$ cat src/design/fault_shutdown_params.svh
// Constants for the fault shutdown and blanking controller
// Overview of operation
// - Blank each bridge at reversal and after each chop, every eight clocks.
// - Select bits one,zero give a blanking interval of three clocks.
// - Select bits zero,one give six clocks; bridges C,D own a pair.
// - Release converters above upper threshold, shut off below lower one.
// - Falling between thresholds, converter voltage supervisor is ignored.
// - Latched motor shutdown clears on power-down, sleep rising edge, all-clear or supply below lower threshold.
// - Reset output low period after all-clear or motor fault lasts 40 ms; the high level is not timed.
// - Fault responses apply only while all protection control bits are zero.
// - Motor overcurrent stops bridges only, converters run, one reset pulse.
// - Motor-off fault holds until host toggles sleep or sends all-clear, power-down is asserted or supply drops below lower threshold.
// - Converter fault or overheating stops everything, reset low until all-clear.
// - No fault and sleep low: bridges off, converters on, reset high.
// - All-clear stops everything, restores defaults, then repeats start-up.
// - All-clear is deglitched 2.5 to 7.5 us; high counts as asserted.
`ifndef FAULT_SHUTDOWN_PARAMS_SVH
`define FAULT_SHUTDOWN_PARAMS_SVH
`define CLK_PERIOD_NS 10
`define RST_PERIOD_MS 40
`define RST_PERIOD_CYC (`RST_PERIOD_MS * 1000000 / `CLK_PERIOD_NS)
`define DEGLITCH_NS 2500
`define DEGLITCH_CYC ((`DEGLITCH_NS + `CLK_PERIOD_NS - 1) / `CLK_PERIOD_NS)
`define CHOP_CLOCKS 3'h7
`define BLANK_SHORT 3'h3
`define BLANK_LONG 3'h6
`define SEL_SHORT 2'h2
`define SEL_LONG 2'h1
`endif

$ cat src/design/fault_shutdown_pkg.sv
// Types for the fault shutdown and blanking controller
package fault_shutdown_pkg;
   typedef enum logic [2:0] {
      ST_STARTUP, ST_RUN, ST_SLEEP, ST_MOTOR_OFF, ST_SHUTDOWN
   } sup_state_type;
endpackage

$ cat src/design/blank_if.sv
// Interface between supervisor and blanking timer
`timescale 1ns/100ps
`default_nettype none
interface blank_if;
   logic osc_tick;
   logic [1:0] sel;
   logic reverse;
   logic blanking;
   modport ctrl (output osc_tick, output sel, output reverse, input blanking);
   modport timer (input osc_tick, input sel, input reverse, output blanking);
endinterface
`default_nettype wire

$ cat src/design/blanking_timer.sv
// Blanking interval timer for one pair of DC bridges
`timescale 1ns/100ps
`default_nettype none
`include "fault_shutdown_params.svh"
module blanking_timer
   import fault_shutdown_pkg::*;
(
   input wire logic clk_sys,
   input wire logic sys_rst,
   blank_if.timer bif
);
   logic [2:0] chop_r, chop_nxt;
   logic [2:0] left_r, left_nxt;

   function automatic logic [2:0] blank_len(input logic [1:0] s);
      if (s == `SEL_SHORT) return `BLANK_SHORT;
      if (s == `SEL_LONG) return `BLANK_LONG;
      return 3'h0;
   endfunction

   always_comb begin
      chop_nxt = chop_r;
      left_nxt = left_r;
      if (bif.osc_tick) begin
         chop_nxt = chop_r + 3'h1;
         if (left_r != 3'h0)
            left_nxt = left_r - 3'h1;
         if (chop_r == `CHOP_CLOCKS)
            left_nxt = blank_len(bif.sel);
      end
      if (bif.reverse)
         left_nxt = blank_len(bif.sel);
   end

   always_ff @(posedge clk_sys or posedge sys_rst) begin
      if (sys_rst) begin
         chop_r <= 3'h0;
         left_r <= 3'h0;
      end else begin
         chop_r <= chop_nxt;
         left_r <= left_nxt;
      end
   end

   assign bif.blanking = (left_r != 3'h0);

   chk_reverse_blanks: assert property (
      @(posedge clk_sys) disable iff (sys_rst)
      bif.reverse && bif.sel == `SEL_SHORT |=> bif.blanking)
      else $error("reversal did not start blanking");
endmodule
`default_nettype wire

$ cat src/design/fault_shutdown_blanking_ctrl.sv
// Fault supervisor, reset output and blanking control
`timescale 1ns/100ps
`default_nettype none
`include "fault_shutdown_params.svh"
module fault_shutdown_blanking_ctrl
   import fault_shutdown_pkg::*;
#(
   parameter int unsigned RST_CYC = `RST_PERIOD_CYC
) (
   input wire logic clk_sys,
   input wire logic sys_rst,
   input wire logic motor_oscillator_clock,
   input wire logic all_clear_in,
   input wire logic sleep_request_n,
   input wire logic supply_upper_threshold,
   input wire logic supply_lower_threshold,
   input wire logic supply_power_down,
   input wire logic conv_overcurrent_fault,
   input wire logic conv_overvoltage_fault,
   input wire logic motor_overcurrent_fault,
   input wire logic thermal_shutdown_fault,
   input wire logic [3:0] extended_protection_config,
   input wire logic [1:0] blank_sel_ab,
   input wire logic [1:0] blank_sel_cd,
   input wire logic reverse_ab,
   input wire logic reverse_cd,
   output logic system_reset_out_n,
   output logic conv_enable,
   output logic motor_enable,
   output logic blanking_ab,
   output logic blanking_cd,
   output logic [2:0] sup_state
);
   localparam int unsigned DG_CYC = `DEGLITCH_CYC;

   // Two-flop synchronisers for the oscillator, supply, fault, sleep and all-clear inputs
   logic [10:0] s1_r, s2_r;
   always_ff @(posedge clk_sys or posedge sys_rst) begin
      if (sys_rst) begin
         // Sleep comes up at its idle pin level, all-clear comes up asserted
         s1_r <= 11'h005;
         s2_r <= 11'h005;
      end else begin
         s1_r <= {motor_oscillator_clock, supply_upper_threshold,
                  supply_lower_threshold, supply_power_down,
                  conv_overcurrent_fault, conv_overvoltage_fault,
                  motor_overcurrent_fault, thermal_shutdown_fault,
                  sleep_request_n, reverse_ab ^ reverse_cd, all_clear_in};
         s2_r <= s1_r;
      end
   end
   logic osc_s, up_s, lo_s, pd_s, cocp_s, covp_s, mocp_s, tsd_s, slp_s;
   logic ac_s;
   assign {osc_s, up_s, lo_s, pd_s, cocp_s, covp_s, mocp_s, tsd_s, slp_s}
      = s2_r[10:2];
   assign ac_s = s2_r[0];

   // Edge, filter and state registers
   logic osc_d_r, osc_d_nxt, slp_d_r, slp_d_nxt;
   logic ac_f_r, ac_f_nxt;
   logic [7:0] dg_r, dg_nxt;
   logic armed_r, armed_nxt;
   sup_state_type st_r, st_nxt;
   logic [31:0] tm_r, tm_nxt;
   logic rst_n_r, rst_n_nxt;
   logic pulse_r, pulse_nxt;
   logic osc_tick, slp_rise, conv_bad, prot_ok;

   assign osc_tick = osc_s & ~osc_d_r;
   assign slp_rise = slp_s & ~slp_d_r;
   assign prot_ok = (extended_protection_config == 4'h0);
   // Below the upper threshold an armed supply is falling: ignore supervisor
   assign conv_bad = (cocp_s | covp_s) & up_s;

   always_comb begin
      osc_d_nxt = osc_s;
      slp_d_nxt = slp_s;
      ac_f_nxt = ac_f_r;
      dg_nxt = 8'h00;
      if (ac_s != ac_f_r) begin
         dg_nxt = dg_r + 8'h01;
         if (dg_r == 8'(DG_CYC - 1)) begin
            ac_f_nxt = ac_s;
            dg_nxt = 8'h00;
         end
      end
      armed_nxt = armed_r;
      if (up_s)
         armed_nxt = 1'b1;
      else if (!lo_s)
         armed_nxt = 1'b0;
      st_nxt = st_r;
      tm_nxt = (tm_r != 32'h0) ? tm_r - 32'h1 : 32'h0;
      rst_n_nxt = rst_n_r;
      pulse_nxt = pulse_r;
      if (ac_f_r) begin
         st_nxt = ST_STARTUP;
         rst_n_nxt = 1'b0;
         pulse_nxt = 1'b0;
         tm_nxt = 32'(RST_CYC);
         armed_nxt = 1'b0;
      end else begin
         unique case (st_r)
            ST_STARTUP: begin
               if (armed_r && tm_r == 32'h0) begin
                  rst_n_nxt = 1'b1;
                  st_nxt = slp_s ? ST_RUN : ST_SLEEP;
               end
            end
            ST_RUN, ST_SLEEP, ST_MOTOR_OFF: begin
               if (!armed_r) begin
                  st_nxt = ST_STARTUP;
                  rst_n_nxt = 1'b0;
                  tm_nxt = 32'(RST_CYC);
               end else if (prot_ok && (tsd_s || conv_bad)) begin
                  st_nxt = ST_SHUTDOWN;
                  rst_n_nxt = 1'b0;
               end else if (st_r == ST_MOTOR_OFF) begin
                  if (slp_rise || pd_s)
                     st_nxt = ST_RUN;
               end else if (prot_ok && mocp_s) begin
                  st_nxt = ST_MOTOR_OFF;
                  rst_n_nxt = 1'b0;
                  pulse_nxt = 1'b1;
                  tm_nxt = 32'(RST_CYC);
               end else
                  st_nxt = slp_s ? ST_RUN : ST_SLEEP;
               if (pulse_r && tm_r == 32'h0) begin
                  rst_n_nxt = 1'b1;
                  pulse_nxt = 1'b0;
               end
            end
            ST_SHUTDOWN: rst_n_nxt = 1'b0;
         endcase
      end
   end

   always_ff @(posedge clk_sys or posedge sys_rst) begin
      if (sys_rst) begin
         osc_d_r <= 1'b0;
         slp_d_r <= 1'b1;
         ac_f_r <= 1'b1;
         dg_r <= 8'h00;
         armed_r <= 1'b0;
         st_r <= ST_STARTUP;
         tm_r <= 32'h0;
         rst_n_r <= 1'b0;
         pulse_r <= 1'b0;
      end else begin
         osc_d_r <= osc_d_nxt;
         slp_d_r <= slp_d_nxt;
         ac_f_r <= ac_f_nxt;
         dg_r <= dg_nxt;
         armed_r <= armed_nxt;
         st_r <= st_nxt;
         tm_r <= tm_nxt;
         rst_n_r <= rst_n_nxt;
         pulse_r <= pulse_nxt;
      end
   end

   assign system_reset_out_n = rst_n_r;
   assign conv_enable = (st_r == ST_RUN) || (st_r == ST_SLEEP)
                        || (st_r == ST_MOTOR_OFF);
   assign motor_enable = (st_r == ST_RUN);
   assign sup_state = st_r;

   blank_if ab_if ();
   blank_if cd_if ();
   assign ab_if.osc_tick = osc_tick;
   assign ab_if.sel = blank_sel_ab;
   assign ab_if.reverse = reverse_ab;
   assign cd_if.osc_tick = osc_tick;
   assign cd_if.sel = blank_sel_cd;
   assign cd_if.reverse = reverse_cd;
   blanking_timer u_blank_ab (.clk_sys(clk_sys), .sys_rst(sys_rst),
                              .bif(ab_if));
   blanking_timer u_blank_cd (.clk_sys(clk_sys), .sys_rst(sys_rst),
                              .bif(cd_if));
   assign blanking_ab = ab_if.blanking;
   assign blanking_cd = cd_if.blanking;

   chk_shutdown_holds: assert property (
      @(posedge clk_sys) disable iff (sys_rst)
      st_r == ST_SHUTDOWN && !ac_f_r |=> st_r == ST_SHUTDOWN)
      else $error("shutdown left without all-clear");
   chk_shutdown_rst_low: assert property (
      @(posedge clk_sys) disable iff (sys_rst)
      st_r == ST_SHUTDOWN |-> !system_reset_out_n)
      else $error("reset high during shutdown");
   chk_motor_off_conv: assert property (
      @(posedge clk_sys) disable iff (sys_rst)
      st_r == ST_MOTOR_OFF |-> conv_enable && !motor_enable)
      else $error("motor fault state drives wrong enables");
   chk_sleep_outputs: assert property (
      @(posedge clk_sys) disable iff (sys_rst)
      st_r == ST_SLEEP |-> !motor_enable && conv_enable)
      else $error("sleep state enables wrong");
   chk_clear_rst_low: assert property (
      @(posedge clk_sys) disable iff (sys_rst)
      ac_f_r |=> !system_reset_out_n && st_r == ST_STARTUP)
      else $error("all-clear did not drive reset low");
   chk_prot_masks: assert property (
      @(posedge clk_sys) disable iff (sys_rst)
      !prot_ok && st_r == ST_RUN && armed_r && !ac_f_r
      |=> st_r != ST_SHUTDOWN)
      else $error("fault acted with protection bits set");
   chk_motor_off_hold: assert property (
      @(posedge clk_sys) disable iff (sys_rst)
      st_r == ST_MOTOR_OFF && !slp_rise && !pd_s && armed_r && !ac_f_r
      && !(prot_ok && (tsd_s || conv_bad)) |=> st_r == ST_MOTOR_OFF)
      else $error("motor fault cleared without cause");
   chk_pulse_rise: assert property (
      @(posedge clk_sys) disable iff (sys_rst)
      $rose(system_reset_out_n) |-> $past(tm_r) == 32'h0)
      else $error("reset released before period ended");
endmodule
`default_nettype wire

$ cat config.mk
export PLATFORM = sky130hd
export DESIGN_NAME = fault_shutdown_blanking_ctrl
export DESIGN_NICKNAME = d
export VERILOG_FILES = /design/src/design/fault_shutdown_pkg.sv /design/src/design/blank_if.sv /design/src/design/blanking_timer.sv /design/src/design/fault_shutdown_blanking_ctrl.sv
export VERILOG_INCLUDE_DIRS = /design/src /design/src/design
export SDC_FILE = /design/constraint.sdc
export NUM_CORES = 1
export LEC_CHECK = 0
export BUFFER_PORTS_ARGS = -buffer_cell sky130_fd_sc_hd__buf_4
export CORE_ASPECT_RATIO = 1.5
export CORE_MARGIN = 1
export CORE_UTILIZATION = 40
export CTS_CLUSTER_DIAMETER = 60
export CTS_CLUSTER_SIZE = 20
export DETAILED_ROUTE_END_ITERATION = 6
export SLEW_MARGIN = 20
export SYNTH_ARGS = -nofsm -noshare
export SYNTH_HDL_FRONTEND = slang
export SYNTH_SLANG_ARGS = --single-unit
export TNS_END_PERCENT = 30
$ cat constraint.sdc
create_clock -name clk_sys -period 4.1 [get_ports clk_sys]
set_input_delay 0.205 -clock clk_sys [delete_from_list [all_inputs] [get_ports clk_sys]]
set_output_delay 0.205 -clock clk_sys [all_outputs]
set_load 0.05 [all_outputs]
# Word-level counts from Yosys, hierarchy flattened
# Index checks and enable logic that the tools add are counted.
[word_totals]
output_inout_bits = 8
reg_bits = 83
elab_cells = 152
[classes]
n_bitwise = 7
mux = 76
add_sub_neg = 6
n_reduce_logical = 29
eq_ne = 19
[op_table]
columns = ["operator", "count"]
rows = [
  ["$mux W32", 7],
  ["$mux W3", 26],
  ["$mux W1", 37],
  ["$logic_not A32 Y1", 1],
  ["$reduce_bool A32 Y1", 1],
  ["$sub A32 B1 Y32 const B", 1],
  ["$reduce_bool A3 Y1", 7],
  ["$ne A6 B6 Y1 const B", 3],
  ["$mux W8", 2],
  ["$eq A3 B3 Y1 const B", 3],
  ["$add A8 B1 Y8 const B", 1],
  ["$eq A8 B8 Y1 const B", 1],
  ["$add A3 B1 Y3 const B", 2],
  ["$eq A3 B2 Y1 const B", 2],
  ["$ne A3 B2 Y1 const B", 2],
  ["$pmux W3 S2", 1],
  ["$reduce_and A2 Y1", 3],
  ["$reduce_and A3 Y1", 2],
  ["$reduce_bool A2 Y1", 3],
  ["$sub A3 B1 Y3 const B", 2],
  ["$reduce_and A5 Y1", 1],
  ["$eq A2 B1 Y1 const B", 2],
  ["$eq A2 B2 Y1 const B", 2],
  ["$logic_and A1 B1 Y1", 4],
  ["other kinds (14)", 21],
]

# Logic depth before layout (Yosys ltp)
# Gate-level depths: netlist (run 1).
[logic_depth]
ltp_word = 12
mapped_depth = 11
ltp_nobuf = 7

# Modules after synthesis
# From an unflattened synthesis (run 1), not the netlist that was laid out.
[unflattened]
cells_unflattened = 348
hier_area_um2 = 3789.9
[by_module_without_submodules]
columns = ["mod", "cells_each", "seq_area_each_um2", "n_inst", "area_each_um2"]
rows = [
  ["fault_shutdown_blanking_ctrl", 270, 1734.2, 1, 2969.1],
  ["blanking_timer", 39, 150.1, 2, 410.4],
]

# Worst setup path after synthesis (run 1)
# OpenSTA, ideal clock, no wires.
[synth_path]
path_kind = "register -> register"
startpoint = "register st_r[2], in the netlist sup_state[2]"
endpoint = "register tm_r[10]"
arrival_ps = 2537
synth_period_minus_slack_ps = 2655
stages_incl_launch_ff = 8
setup_time_ps = 119
required_time_ps = 3981
setup_slack_ps = 1445
cell_sequence = "dfrtp_1 > clkbuf_1 > nor2_1 > a311oi_1 > nand2b_1 > buf_2 > buf_6 > nor2_1"
[synth_between]
elab_chain_len = 6
word_cells_on_any_way = 9
cone_classes = "3 x eq/ne; 5 x mux; 1 x reduce/logical"
[synth_lines]
columns = ["item", "line", "rtl"]
rows = [
  ["from (decl)", "fault_shutdown_blanking_ctrl.sv:63", "sup_state_type st_r, st_nxt;"],
  ["from (signal assigned)", "fault_shutdown_blanking_ctrl.sv:155", "st_r <= st_nxt;"],
  ["$eq A3 B2 Y1", "fault_shutdown_blanking_ctrl.sv:103, fault_shutdown_blanking_ctrl.sv:118", ""],
  ["$mux W32", "fault_shutdown_blanking_ctrl.sv:118", "end else if (st_r == ST_MOTOR_OFF) begin"],
  ["$mux W32", "fault_shutdown_blanking_ctrl.sv:115", "end else if (prot_ok && (tsd_s || conv_bad)) begin"],
  ["$mux W32", "fault_shutdown_blanking_ctrl.sv:111", "if (!armed_r) begin"],
  ["$mux W32 *", "fault_shutdown_blanking_ctrl.sv:103", "unique case (st_r)"],
  ["$mux W32 *", "fault_shutdown_blanking_ctrl.sv:96", "if (ac_f_r) begin"],
  ["net tm_nxt[10]", "fault_shutdown_blanking_ctrl.sv:64", "logic [31:0] tm_r, tm_nxt;"],
  ["to (signal assigned)", "fault_shutdown_blanking_ctrl.sv:156", "tm_r <= tm_nxt;"],
  ["to (decl)", "fault_shutdown_blanking_ctrl.sv:64", ""],
]
# The timed path passes the listed nets; every way through them passes the cells marked *.
# A chain may end at the register's enable or synchronous reset.

# Final worst setup path (run 1)
[layout_path]
startpoint = "register tm_r[0]"
endpoint = "register tm_r[4]"
[layout_between]
elab_chain_len = 8
word_cells_on_any_way = 9
cone_classes = "1 x add/sub; 7 x mux; 1 x reduce/logical"
[layout_lines]
columns = ["item", "line", "rtl"]
rows = [
  ["$sub A32 B1 Y32 or $reduce_bool A32 Y1 (tied branches)", "fault_shutdown_blanking_ctrl.sv:93", "tm_nxt = (tm_r != 32'h0) ? tm_r - 32'h1 : 32'h0;"],
  ["$mux W32 *", "fault_shutdown_blanking_ctrl.sv:93", ""],
  ["$mux W32", "fault_shutdown_blanking_ctrl.sv:121", "end else if (prot_ok && mocp_s) begin"],
  ["$mux W32", "fault_shutdown_blanking_ctrl.sv:118", ""],
  ["$mux W32", "fault_shutdown_blanking_ctrl.sv:115", ""],
  ["$mux W32", "fault_shutdown_blanking_ctrl.sv:111", ""],
  ["$mux W32 *", "fault_shutdown_blanking_ctrl.sv:103", ""],
  ["$mux W32 *", "fault_shutdown_blanking_ctrl.sv:96", ""],
  ["net tm_nxt[4]", "fault_shutdown_blanking_ctrl.sv:64", ""],
]
# Marks and branches as above.

==> results of run 1 <==
==> Yosys cell counts (all sizes together) (3+ instances only) <==
cell type  instances
a21oi             12
buf                5
clkbuf             7
dfrtp             75
dfstp              6
ha                15
inv               16
mux2               5
nand2             19
nand2b             7
nand3             10
nand3b             4
nand4              3
nor2              52
nor2b              6
nor3              11
nor4               7
o211ai             3
o21ai             16
o31ai              5
or3                5
or4                5
xnor2             15
xor2              18
==> state kept, by name, indices dropped and copies added, names as in the netlist <==
signal and flops:
s1_r 10, dg_r 8, u_blank_ab.chop_r 3, pulse_r 1
u_blank_cd.chop_r 3, armed_r 1, sup_state 3, system_reset_out_n 1
tm_r 32, slp_d_r 1, s2_r 10, osc_d_r 1
ac_f_r 1, u_blank_ab.left_r 3, u_blank_cd.left_r 3
==> final timing paths <==
path / startpoint / endpoint / slack [ns] / cells after the start
max in group asynchronous: sys_rst / s2_r[0] / 3.14 / 3
min: sys_rst / u_blank_cd.left_r[2] / 0.04 / 2
min reg2reg: s1_r[10] / s2_r[10] / 0.34 / 0
min in group clk_sys: reverse_cd / u_blank_cd.left_r[2] / 0.10 / 2
max: tm_r[0] / tm_r[4] / 1.29 / 8
max reg2reg: tm_r[0] / tm_r[4] / 1.29 / 8
==> cell type report <==
type / instances / area share [%]
Tap cell: 112 / 3.13
Timing Repair Buffer: 43 / 7.76
Clock buffer: 10 / 5.33
Clock inverter: 6 / 1.28
Inverter: 16 / 1.37
Sequential cell: 81 / 45.4
Multi-Input combinational cell: 244 / 35.8
==> cells by family after synthesis <==
| family | after synthesis | synth area share (%) |
|---|---|---|
| xor+xnor | 33 | 7.68 |
| compound gates | 52 | 8.78 |
| flops | 81 | 54.1 |
| buf+inv | 28 | 3.29 |
| simple gates | 139 | 19.7 |
| mux | 5 | 1.50 |
| fa+ha+maj | 15 | 4.99 |
==> routing by layer <==
metal	vias up	routed length, µm	global-route usage (%)
met1	1320	2920	17.4
met4	0	129	6.92
met5	-	0	0
met2	42	3650	28.1
li1	1305	-	-
met3	10	181	3.40
==> power by group through the flow <==
stage,Combinational (mW),Clock (mW),Sequential [mW]
after CTS,0.268,0.808,0.913
after global routing,0.301,0.836,0.921
after floorplan,0.196,0,0.914
final,0.262,0.785,0.912
after detailed placement,0.261,0,0.926
after global placement,0.255,0,0.922
==> worst max-delay path, cell delays in order, from the launching register on <==
cell and delay (ns):
dfrtp_1 0.40, inv_1 0.07, ha_1 0.19, or4b_1 0.62
nor3_2 0.35, and3_1 0.38, nand2b_1 0.32, buf_4 0.29
a21oi_1 0.07
==> through the flow <==
step / area [µm²] / hold WS (ns)
finish: 4480 / 0.0440
global route: 4480 / 0.0931
CTS: 4480 / 0.0844
detailed placement: 4090 / 0.316
global placement: 4090 / 0.314
floorplan: 3760 / 0.209
==> run_summary.xml, run 1 <==
<?xml version="1.0" encoding="UTF-8"?>
<metrics>
  <group name="final_layout">
    <metric name="areaGrowthSynthToFinish" unit="%">19.2</metric>
    <metric name="final_cells" unit="">512</metric>
    <metric name="finish.net_count" unit="">432</metric>
    <metric name="antennaDiodeCount" unit="">0</metric>
    <metric name="regArea" unit="µm²">2030</metric>
    <metric name="mostFrequentLayoutCell" unit="">dfrtp_1</metric>
    <metric name="multi_input_comb_area" unit="µm²">1600</metric>
    <metric name="core_occupancy_in_the_finished_layout" unit="%">48.7</metric>
    <metric name="fillerInstances" unit="">823</metric>
    <metric name="final_layout_size_suffix_gt1_share" unit="%">16.8</metric>
    <metric name="most_frequent_cells_in_the_layout" unit="">dfrtp_1 (75), nor2_1 (52), buf_4 (33)</metric>
  </group>
  <group name="synth">
    <metric name="netlist_instances" unit="">353</metric>
    <metric name="syn-cell-area" unit="µm²">3760</metric>
    <metric name="synth-edff-count" unit="">0</metric>
    <metric name="synth.lib_cells_used.distinct" unit="">46</metric>
    <metric name="most_area_consuming_cells_after_synthesis" unit="">dfrtp_1 (50%), nor2_1 (5.2%), ha_1 (5.0%)</metric>
    <metric name="yosys.area.top_type_share" unit="%">49.9</metric>
    <metric name="flip_flop_and_latch_count_after_synthesis" unit="">81</metric>
    <metric name="netlist.top_cell.by_area" unit="">dfrtp_1</metric>
    <metric name="post_synth_arst_share" unit="%">100</metric>
    <metric name="synth-warning-count" unit="">0</metric>
    <metric name="synth_ff_type" unit="">dfrtp_1</metric>
    <metric name="post_synth.cell_area_avg" unit="µm²">10.7</metric>
    <metric name="synth.yosys.seq_area_share" unit="%">54.1</metric>
    <metric name="synth_nets" unit="">390</metric>
  </group>
  <group name="clocking">
    <metric name="cts_resized" unit="">0</metric>
    <metric name="clock_insertion_delay_worst_skew" unit="ns">0.33</metric>
    <metric name="post_cts_hold_buffer_count" unit="">10</metric>
    <metric name="post-cts-setup-buffer-count" unit="">0</metric>
    <metric name="numCtsBuffers" unit="">9</metric>
    <metric name="clkTransAtPathRegs" unit="ns">0.06</metric>
    <metric name="clockBufferDepth" unit="">2</metric>
    <metric name="cts_tree" unit="">yes</metric>
    <metric name="ctsHtreeMaxLevel" unit="">3</metric>
    <metric name="clock-root-buffer" unit="">clkbuf_16</metric>
    <metric name="tritoncts_num_sinks" unit="">81</metric>
  </group>
  <group name="floorplan">
    <metric name="placement_rows" unit="">43</metric>
    <metric name="start_util" unit="%">40.9</metric>
    <metric name="num_io_pins" unit="">30</metric>
    <metric name="die_area" unit="µm²">9800</metric>
    <metric name="floorplan.die.width" unit="µm">81.2</metric>
    <metric name="fp.coreArea" unit="µm²">9200</metric>
    <metric name="dieHeight" unit="µm">121</metric>
  </group>
  <group name="sta">
    <metric name="rsz_0062_raised_after_global_routing" unit="">false</metric>
    <metric name="tns" unit="ns">0</metric>
    <metric name="finClkSkew" unit="ns">0.00724</metric>
    <metric name="slew_headroom" unit="%">40.0</metric>
    <metric name="period_share" unit="%">68.6</metric>
    <metric name="final_max_slew_viol_count" unit="">0</metric>
    <metric name="setup_viol" unit="">0</metric>
    <metric name="max_slew.worst_pin.slew" unit="ns">0.899</metric>
    <metric name="worst_slack_setup_final" unit="ns">1.29</metric>
    <metric name="timing.final.crit_period" unit="ns">2.81</metric>
    <metric name="hold_viol" unit="">0</metric>
    <metric name="fmax" unit="MHz">355</metric>
  </group>
  <group name="global_routing">
    <metric name="track_usage" unit="%">15.7</metric>
    <metric name="grt.overflow.total" unit="">0</metric>
    <metric name="first_pass_grt_wire_length" unit="mm">11.7</metric>
    <metric name="largest_net_degree_at_the_start_of_global_routing" unit="">56</metric>
    <metric name="first_global_vias" unit="">2633</metric>
    <metric name="antenna_violations_before_repair" unit="">0</metric>
  </group>
  <group name="placement">
    <metric name="dp_slack" unit="ns">1.29</metric>
    <metric name="globalplace.congestion" unit="">0.817</metric>
    <metric name="dp_hpwl" unit="mm">4.88</metric>
    <metric name="place_inst" unit="">486</metric>
    <metric name="io_buffers" unit="">29</metric>
  </group>
  <group name="detailed_routing">
    <metric name="route.final.wire_length" unit="mm">6.88</metric>
    <metric name="wl_per_cell" unit="µm">13.4</metric>
    <metric name="route.vias.total" unit="">2677</metric>
    <metric name="postRouteAntennaNets" unit="">0</metric>
    <metric name="via_per_inst" unit="">5.23</metric>
    <metric name="length_of_the_first_detailed_routing_pass_in_iterations" unit="">4</metric>
    <metric name="remaining_drc_errors" unit="">0</metric>
    <metric name="drt_iter0_drc" unit="">111</metric>
  </group>
  <group name="critical_path">
    <metric name="path_max_fanout" unit="">19</metric>
    <metric name="category_of_the_worst_setup_path_capture_point" unit="">register</metric>
    <metric name="cp-start-kind" unit="">register</metric>
    <metric name="crit_arrival" unit="ns">3.01</metric>
    <metric name="worstSetupPathType" unit="">reg -&gt; reg</metric>
    <metric name="critical_path_required" unit="ns">4.30</metric>
  </group>
  <group name="pwr">
    <metric name="power.net_switching" unit="µW">481</metric>
    <metric name="power.static_leakage" unit="nW">1.83</metric>
    <metric name="comb_power_share" unit="%">13.4</metric>
    <metric name="p_per_area" unit="nW/µm²">437</metric>
    <metric name="cellInternalPower" unit="mW">1.48</metric>
    <metric name="share_seq_of_total_power" unit="%">46.5</metric>
    <metric name="peakVddDrop" unit="mV">0.265</metric>
    <metric name="power.switching_fraction" unit="%">24.6</metric>
    <metric name="report.power.total" unit="mW">1.96</metric>
    <metric name="clock_power_share" unit="%">40.1</metric>
  </group>
  <group name="worst_hold_path">
    <metric name="holdCritPathClass" unit="">in -&gt; async</metric>
  </group>
  <group name="flow_run">
    <metric name="max_cap_check_violation_count" unit="">0</metric>
  </group>
  <group name="status">
    <metric name="run_status" unit="">completed</metric>
  </group>
</metrics>
Power figures use the tool's default switching activity.
==> inputs of run 2 (changes only) <==
==> constraint.sdc (replaced) <==
create_clock -name clk_sys -period 2.8 [get_ports clk_sys]
set_input_delay 0.14 -clock clk_sys [delete_from_list [all_inputs] [get_ports clk_sys]]
set_output_delay 0.14 -clock clk_sys [all_outputs]
set_load 0.05 [all_outputs]
==> run 2 against run 1 <==
  * Clock skew is essentially flat
  * Global-route usage increased by 0.90 points
  * Routed wire length is 1.2% higher
  * Sequential share of layout area decreased by 0.56 points
  * Flip-flop and latch count stayed put
  * Via count up 0.64%
  * Design area up 1.3%
  * Combinational power rose by 51%
  * Critical path depth unchanged
  * Utilization is 0.61 points higher
==> run_summary.xml, run 2 (same netlist as run 1, synthesis figures left out) <==
<?xml version="1.0" encoding="UTF-8"?>
<metrics>
  <group name="status">
    <metric name="run_status" unit="">completed</metric>
  </group>
  <group name="clocking">
    <metric name="clock_insertion_delay_worst_skew" unit="ns">0.34</metric>
    <metric name="clkTransAtPathRegs" unit="ns">0.06</metric>
    <metric name="ctsHtreeMaxLevel" unit="">3</metric>
    <metric name="cts_resized" unit="">0</metric>
    <metric name="clockBufferDepth" unit="">2</metric>
    <metric name="numCtsBuffers" unit="">9</metric>
    <metric name="tritoncts_num_sinks" unit="">81</metric>
    <metric name="cts_tree" unit="">yes</metric>
    <metric name="clock-root-buffer" unit="">clkbuf_16</metric>
    <metric name="post-cts-setup-buffer-count" unit="">0</metric>
    <metric name="post_cts_hold_buffer_count" unit="">11</metric>
  </group>
  <group name="detailed_routing">
    <metric name="wl_per_cell" unit="µm">13.4</metric>
    <metric name="drt_iter0_drc" unit="">116</metric>
    <metric name="route.final.wire_length" unit="mm">6.96</metric>
    <metric name="route.vias.total" unit="">2694</metric>
    <metric name="remaining_drc_errors" unit="">0</metric>
    <metric name="postRouteAntennaNets" unit="">0</metric>
    <metric name="length_of_the_first_detailed_routing_pass_in_iterations" unit="">5</metric>
    <metric name="via_per_inst" unit="">5.18</metric>
  </group>
  <group name="global_routing">
    <metric name="largest_net_degree_at_the_start_of_global_routing" unit="">31</metric>
    <metric name="track_usage" unit="%">16.6</metric>
    <metric name="first_pass_grt_wire_length" unit="mm">12.2</metric>
    <metric name="antenna_violations_before_repair" unit="">0</metric>
    <metric name="first_global_vias" unit="">2716</metric>
    <metric name="grt.overflow.total" unit="">0</metric>
  </group>
  <group name="floorplan">
    <metric name="placement_rows" unit="">43</metric>
    <metric name="start_util" unit="%">40.9</metric>
    <metric name="die_area" unit="µm²">9800</metric>
    <metric name="dieHeight" unit="µm">121</metric>
    <metric name="floorplan.die.width" unit="µm">81.2</metric>
    <metric name="fp.coreArea" unit="µm²">9200</metric>
    <metric name="num_io_pins" unit="">30</metric>
  </group>
  <group name="final_layout">
    <metric name="final_layout_size_suffix_gt1_share" unit="%">18.1</metric>
    <metric name="most_frequent_cells_in_the_layout" unit="">dfrtp_1 (75), nor2_1 (52), buf_4 (39)</metric>
    <metric name="mostFrequentLayoutCell" unit="">dfrtp_1</metric>
    <metric name="top_flop_regs" unit="">tm_r x32, s1_r x10, s2_r x10</metric>
    <metric name="largest_reg_flops" unit="">32</metric>
    <metric name="finish.net_count" unit="">440</metric>
    <metric name="antennaDiodeCount" unit="">0</metric>
    <metric name="largest_register" unit="">tm_r</metric>
    <metric name="areaGrowthSynthToFinish" unit="%">20.7</metric>
  </group>
  <group name="pwr">
    <metric name="comb_power_share" unit="%">14.0</metric>
    <metric name="power.net_switching" unit="µW">749</metric>
    <metric name="share_seq_of_total_power" unit="%">47.3</metric>
    <metric name="power.switching_fraction" unit="%">26.6</metric>
    <metric name="power.static_leakage" unit="nW">1.86</metric>
    <metric name="p_per_area" unit="nW/µm²">621</metric>
    <metric name="clock_power_share" unit="%">38.7</metric>
    <metric name="cellInternalPower" unit="mW">2.07</metric>
    <metric name="peakVddDrop" unit="mV">0.408</metric>
    <metric name="report.power.total" unit="mW">2.82</metric>
  </group>
  <group name="sta">
    <metric name="slew_headroom" unit="%">69.0</metric>
    <metric name="hold_viol" unit="">0</metric>
    <metric name="tns" unit="ns">0</metric>
    <metric name="setup_viol" unit="">0</metric>
    <metric name="period_share" unit="%">86.9</metric>
    <metric name="final_max_slew_viol_count" unit="">0</metric>
    <metric name="rsz_0062_raised_after_global_routing" unit="">false</metric>
    <metric name="timing.final.crit_period" unit="ns">2.43</metric>
    <metric name="fmax" unit="MHz">411</metric>
    <metric name="max_slew.worst_pin.slew" unit="ns">0.460</metric>
    <metric name="finClkSkew" unit="ns">0.00681</metric>
  </group>
  <group name="worst_hold_path">
    <metric name="worstHoldStart" unit="">reverse_ab</metric>
    <metric name="timing.hold.worst_path_depth" unit="">2</metric>
    <metric name="timing.hold.worst_endpoint" unit="">u_blank_ab.left_r[2]</metric>
    <metric name="holdCritPathClass" unit="">in -&gt; reg</metric>
  </group>
  <group name="placement">
    <metric name="io_buffers" unit="">29</metric>
    <metric name="globalplace.congestion" unit="">0.753</metric>
    <metric name="dp_hpwl" unit="mm">4.88</metric>
  </group>
  <group name="critical_path">
    <metric name="crit_path_cell_trace" unit="">inv_1 &gt; ha_1 &gt; or4b_1 &gt; nor3_2 &gt; and3_1 &gt; nand2b_1 &gt; buf_12 &gt; a21oi_1</metric>
    <metric name="critical_path_required" unit="ns">3.01</metric>
    <metric name="cp-start-kind" unit="">register</metric>
    <metric name="category_of_the_worst_setup_path_capture_point" unit="">register</metric>
    <metric name="worstSetupPathType" unit="">reg -&gt; reg</metric>
    <metric name="r2r-end" unit="">tm_r[7]</metric>
    <metric name="crit_arrival" unit="ns">2.65</metric>
    <metric name="rr_startpoint" unit="">tm_r[0]</metric>
    <metric name="crit_slowest_cell" unit="">or4b_1</metric>
    <metric name="timing.reg2reg.worst_path_depth" unit="">8</metric>
    <metric name="setup.reg_to_reg.worst_slack" unit="ns">0.37</metric>
    <metric name="path_max_fanout" unit="">22</metric>
    <metric name="slowest_delay" unit="ns">0.62</metric>
    <metric name="crit_buf_inv" unit="">2</metric>
    <metric name="critPathTopFamily" unit="">simple AND/OR/NAND/NOR gates</metric>
  </group>
  <group name="flow_run">
    <metric name="max_cap_check_violation_count" unit="">0</metric>
  </group>
</metrics>
## run 2: cell types whose count changed in the layout (fill, tap and decap cells not counted), sizes merged
cell,before,now
buf,33,40
inv,15,18
bufinv,1,0
clkbuf,10,9
clkinv,5,4
dlygate4sd3,10,11
## run 2: power groups by stage
stage | Clock (mW) | Sequential (mW) | Combinational [mW]
detailed placement | 0 | 1.35 | 0.389
global route | 1.18 | 1.35 | 0.453
global placement | 0 | 1.35 | 0.374
CTS | 1.13 | 1.33 | 0.404
finish | 1.09 | 1.33 | 0.395
floorplan | 0 | 1.34 | 0.286
## run 2: through the flow
stage                     setup slack, ns  cell area, µm²  utilization, %  cells  hold slack, ns
after floorplan                     0.145            3760               -    353           0.144
after global placement              0.428            4150            45.1    493           0.152
after detailed placement            0.369            4150            45.1    493           0.153
after CTS                           0.349            4540            49.3    520          0.0105
after global routing                0.205            4540            49.3    520          0.0298
final                               0.367            4540            49.3    520          0.0254
## run 2: layer usage
layer	GRT usage (%)	up-vias	part of all wire [%]
met5	0	-	0
met4	8.71	0	1.6
met3	3.47	7	2.6
met2	28.4	48	52
met1	19.1	1321	43
li1	-	1318	-
## run 2: area by class of cell
class,instances,area (µm²)
well taps,112,140
repair buffers,51,423
clock inverters,7,52.6
inverters,16,61.3
multi-input cells,244,1600
clock buffers,9,225
flip-flops and latches,81,2030
fillers,826,4660
## run 2: worst max-delay path by stage
stage,from,to,cells after the start
after global placement,tm_r[0],tm_r[4],8
after global routing,tm_r[0],tm_r[4],8
after floorplan,sup_state[2],tm_r[10],7
after detailed placement,tm_r[0],tm_r[7],8
final,tm_r[0],tm_r[7],8
after CTS,tm_r[0],tm_r[7],8
==> inputs of run 3 (changes only) <==
--- a/config.mk
+++ b/config.mk
@@ -13,6 +13,7 @@
 export CTS_CLUSTER_DIAMETER = 60
 export CTS_CLUSTER_SIZE = 20
 export DETAILED_ROUTE_END_ITERATION = 6
+export GPL_TIMING_DRIVEN = 0
 export SLEW_MARGIN = 20
 export SYNTH_ARGS = -nofsm -noshare
 export SYNTH_HDL_FRONTEND = slang
==> run 3 against run 2 <==
  * Design area rose by 0.61%
  * Flip-flop and latch count is the same
  * Count of clock-buffer cells in the layout unchanged
  * Worst hold slack better by 0.0038 ns
  * Die area stayed put
  * Non-clock buffer count up 2
  * Cell count grew 0.38%
  * Critical path depth stayed put
  * Register-to-register slack lost 0.21 ns
  * Worst setup slack got worse by 0.21 ns
==> run_summary.xml, run 3 (same netlist as run 1, synthesis figures left out) <==
<?xml version="1.0" encoding="UTF-8"?>
<metrics>
  <group name="status">
    <metric name="run_status" unit="">completed</metric>
  </group>
  <group name="floorplan">
    <metric name="start_util" unit="%">40.9</metric>
    <metric name="fp.coreArea" unit="µm²">9200</metric>
    <metric name="die_area" unit="µm²">9800</metric>
    <metric name="num_io_pins" unit="">30</metric>
    <metric name="floorplan.die.width" unit="µm">81.2</metric>
    <metric name="placement_rows" unit="">43</metric>
    <metric name="dieHeight" unit="µm">121</metric>
  </group>
  <group name="sta">
    <metric name="fmax" unit="MHz">378</metric>
    <metric name="setup_viol" unit="">0</metric>
    <metric name="hold_slack" unit="ns">0.0292</metric>
    <metric name="slew_headroom" unit="%">43.7</metric>
    <metric name="worst_slack_setup_final" unit="ns">0.156</metric>
    <metric name="final_max_slew_viol_count" unit="">0</metric>
    <metric name="rsz_0062_raised_after_global_routing" unit="">false</metric>
    <metric name="finClkSkew" unit="ns">0.00614</metric>
    <metric name="max_slew.worst_pin.slew" unit="ns">0.837</metric>
    <metric name="hold_viol" unit="">0</metric>
    <metric name="period_share" unit="%">94.4</metric>
    <metric name="timing.final.crit_period" unit="ns">2.64</metric>
  </group>
  <group name="detailed_routing">
    <metric name="via_per_inst" unit="">5.10</metric>
    <metric name="route.final.wire_length" unit="mm">6.86</metric>
    <metric name="drt_iter0_drc" unit="">87</metric>
    <metric name="wl_per_cell" unit="µm">13.1</metric>
    <metric name="route.vias.total" unit="">2663</metric>
    <metric name="length_of_the_first_detailed_routing_pass_in_iterations" unit="">4</metric>
    <metric name="remaining_drc_errors" unit="">0</metric>
    <metric name="postRouteAntennaNets" unit="">0</metric>
  </group>
  <group name="pwr">
    <metric name="share_seq_of_total_power" unit="%">46.1</metric>
    <metric name="p_per_area" unit="nW/µm²">632</metric>
    <metric name="comb_power_share" unit="%">13.7</metric>
    <metric name="power.net_switching" unit="µW">738</metric>
    <metric name="peakVddDrop" unit="mV">0.484</metric>
    <metric name="power.static_leakage" unit="nW">1.88</metric>
    <metric name="clock_power_share" unit="%">40.3</metric>
    <metric name="cellInternalPower" unit="mW">2.15</metric>
    <metric name="report.power.total" unit="mW">2.89</metric>
    <metric name="power.switching_fraction" unit="%">25.5</metric>
  </group>
  <group name="placement">
    <metric name="globalplace.congestion" unit="">0.751</metric>
    <metric name="place_inst" unit="">495</metric>
    <metric name="dp_hpwl" unit="mm">4.71</metric>
    <metric name="dp_slack" unit="ns">0.145</metric>
    <metric name="io_buffers" unit="">29</metric>
  </group>
  <group name="global_routing">
    <metric name="grt.overflow.total" unit="">0</metric>
    <metric name="first_global_vias" unit="">2636</metric>
    <metric name="track_usage" unit="%">16.1</metric>
    <metric name="largest_net_degree_at_the_start_of_global_routing" unit="">54</metric>
    <metric name="first_pass_grt_wire_length" unit="mm">12.0</metric>
    <metric name="antenna_violations_before_repair" unit="">0</metric>
  </group>
  <group name="flow_run">
    <metric name="max_cap_check_violation_count" unit="">0</metric>
  </group>
  <group name="worst_hold_path">
    <metric name="timing.hold.worst_path_depth" unit="">2</metric>
    <metric name="holdCritPathClass" unit="">in -&gt; reg</metric>
  </group>
  <group name="critical_path">
    <metric name="timing.reg2reg.worst_path_depth" unit="">8</metric>
    <metric name="crit_buf_inv" unit="">2</metric>
    <metric name="timing.critical_path.depth" unit="">8</metric>
    <metric name="path_max_fanout" unit="">8</metric>
    <metric name="crit_path_cell_trace" unit="">inv_1 &gt; ha_1 &gt; or4b_1 &gt; buf_2 &gt; nor4_4 &gt; nand3_2 &gt; or4_1 &gt; a21oi_1</metric>
    <metric name="worstSetupPathType" unit="">reg -&gt; reg</metric>
    <metric name="critical_path_required" unit="ns">3.06</metric>
    <metric name="cp-start-kind" unit="">register</metric>
    <metric name="slowest_delay" unit="ns">0.54</metric>
    <metric name="critPathTopFamily" unit="">simple AND/OR/NAND/NOR gates</metric>
    <metric name="crit_slowest_cell" unit="">nor4_4</metric>
    <metric name="crit_arrival" unit="ns">2.91</metric>
    <metric name="category_of_the_worst_setup_path_capture_point" unit="">register</metric>
  </group>
  <group name="final_layout">
    <metric name="fillerInstances" unit="">840</metric>
    <metric name="mostFrequentLayoutCell" unit="">dfrtp_1</metric>
    <metric name="final_cells" unit="">522</metric>
    <metric name="areaGrowthSynthToFinish" unit="%">21.4</metric>
    <metric name="largest_register" unit="">tm_r</metric>
    <metric name="most_frequent_cells_in_the_layout" unit="">dfrtp_1 (75), nor2_1 (52), buf_4 (29)</metric>
    <metric name="finish.net_count" unit="">442</metric>
    <metric name="multi_input_comb_area" unit="µm²">1620</metric>
    <metric name="core_occupancy_in_the_finished_layout" unit="%">49.6</metric>
    <metric name="final_layout_size_suffix_gt1_share" unit="%">17.1</metric>
    <metric name="top_flop_regs" unit="">tm_r x32, s1_r x10, s2_r x10</metric>
    <metric name="antennaDiodeCount" unit="">0</metric>
    <metric name="largest_reg_flops" unit="">32</metric>
    <metric name="regArea" unit="µm²">2030</metric>
  </group>
  <group name="clocking">
    <metric name="tritoncts_num_sinks" unit="">81</metric>
    <metric name="clock-root-buffer" unit="">clkbuf_16</metric>
    <metric name="cts_tree" unit="">yes</metric>
    <metric name="clockBufferDepth" unit="">2</metric>
    <metric name="clock_insertion_delay_worst_skew" unit="ns">0.34</metric>
    <metric name="clkTransAtPathRegs" unit="ns">0.06</metric>
    <metric name="numCtsBuffers" unit="">9</metric>
    <metric name="ctsHtreeMaxLevel" unit="">3</metric>
    <metric name="post-cts-setup-buffer-count" unit="">0</metric>
  </group>
</metrics>
-- run 3: power by group through the flow --
stage / registers [mW] / clock network [mW] / logic [mW]
detailed placement: 1.35 / 0 / 0.385
finish: 1.33 / 1.16 / 0.395
floorplan: 1.34 / 0 / 0.286
CTS: 1.33 / 1.21 / 0.402
global route: 1.34 / 1.25 / 0.458
global placement: 1.35 / 0 / 0.371
-- run 3: final cells by class --
cell class              instances  share of cell area (%)
plain buffers                  12                    1.40
clock buffers                   9                    4.93
repair buffers                 41                    7.78
well taps                     112                    3.07
inverters                      16                    1.37
flip-flops and latches         81                    44.5
clock inverters                 7                    1.53
multi-input cells             244                    35.4
-- run 3: stage by stage --
stage               TNS [ns]  instance area [µm²]
floorplan                  0                 3760
global placement      -29.45                 4120
detailed placement         0                 4150
CTS                        0                 4550
global route               0                 4570
finish                     0                 4570
-- run 3: what timing repair did --
item | 4_1_cts | 5_1_grt
endpoints found under the hold margin | 34 | 0
endpoints found under the setup margin | 0 | 20
gates resized for setup | 0 | 2
hold buffers | 11 | 0
-- run 3: path summary, 6_finish.rpt --
check,start,to,slack (ns)
min in group asynchronous,sys_rst,s1_r[9],0.35
max reg2reg,tm_r[0],tm_r[30],0.16
max in group asynchronous,sys_rst,ac_f_r,1.83
max,tm_r[0],tm_r[30],0.16
min,reverse_ab,u_blank_ab.left_r[2],0.03
min reg2reg,s1_r[7],s2_r[7],0.35
-- run 3: layer usage --
| layer | global-route usage, % | wire [µm] | up-vias |
|---|---|---|---|
| met5 | 0 | 0 | - |
| met4 | 7.92 | 142 | 0 |
| met3 | 3.70 | 205 | 11 |
| met2 | 27.2 | 3540 | 45 |
| met1 | 18.9 | 2970 | 1286 |
| li1 | - | - | 1321 |
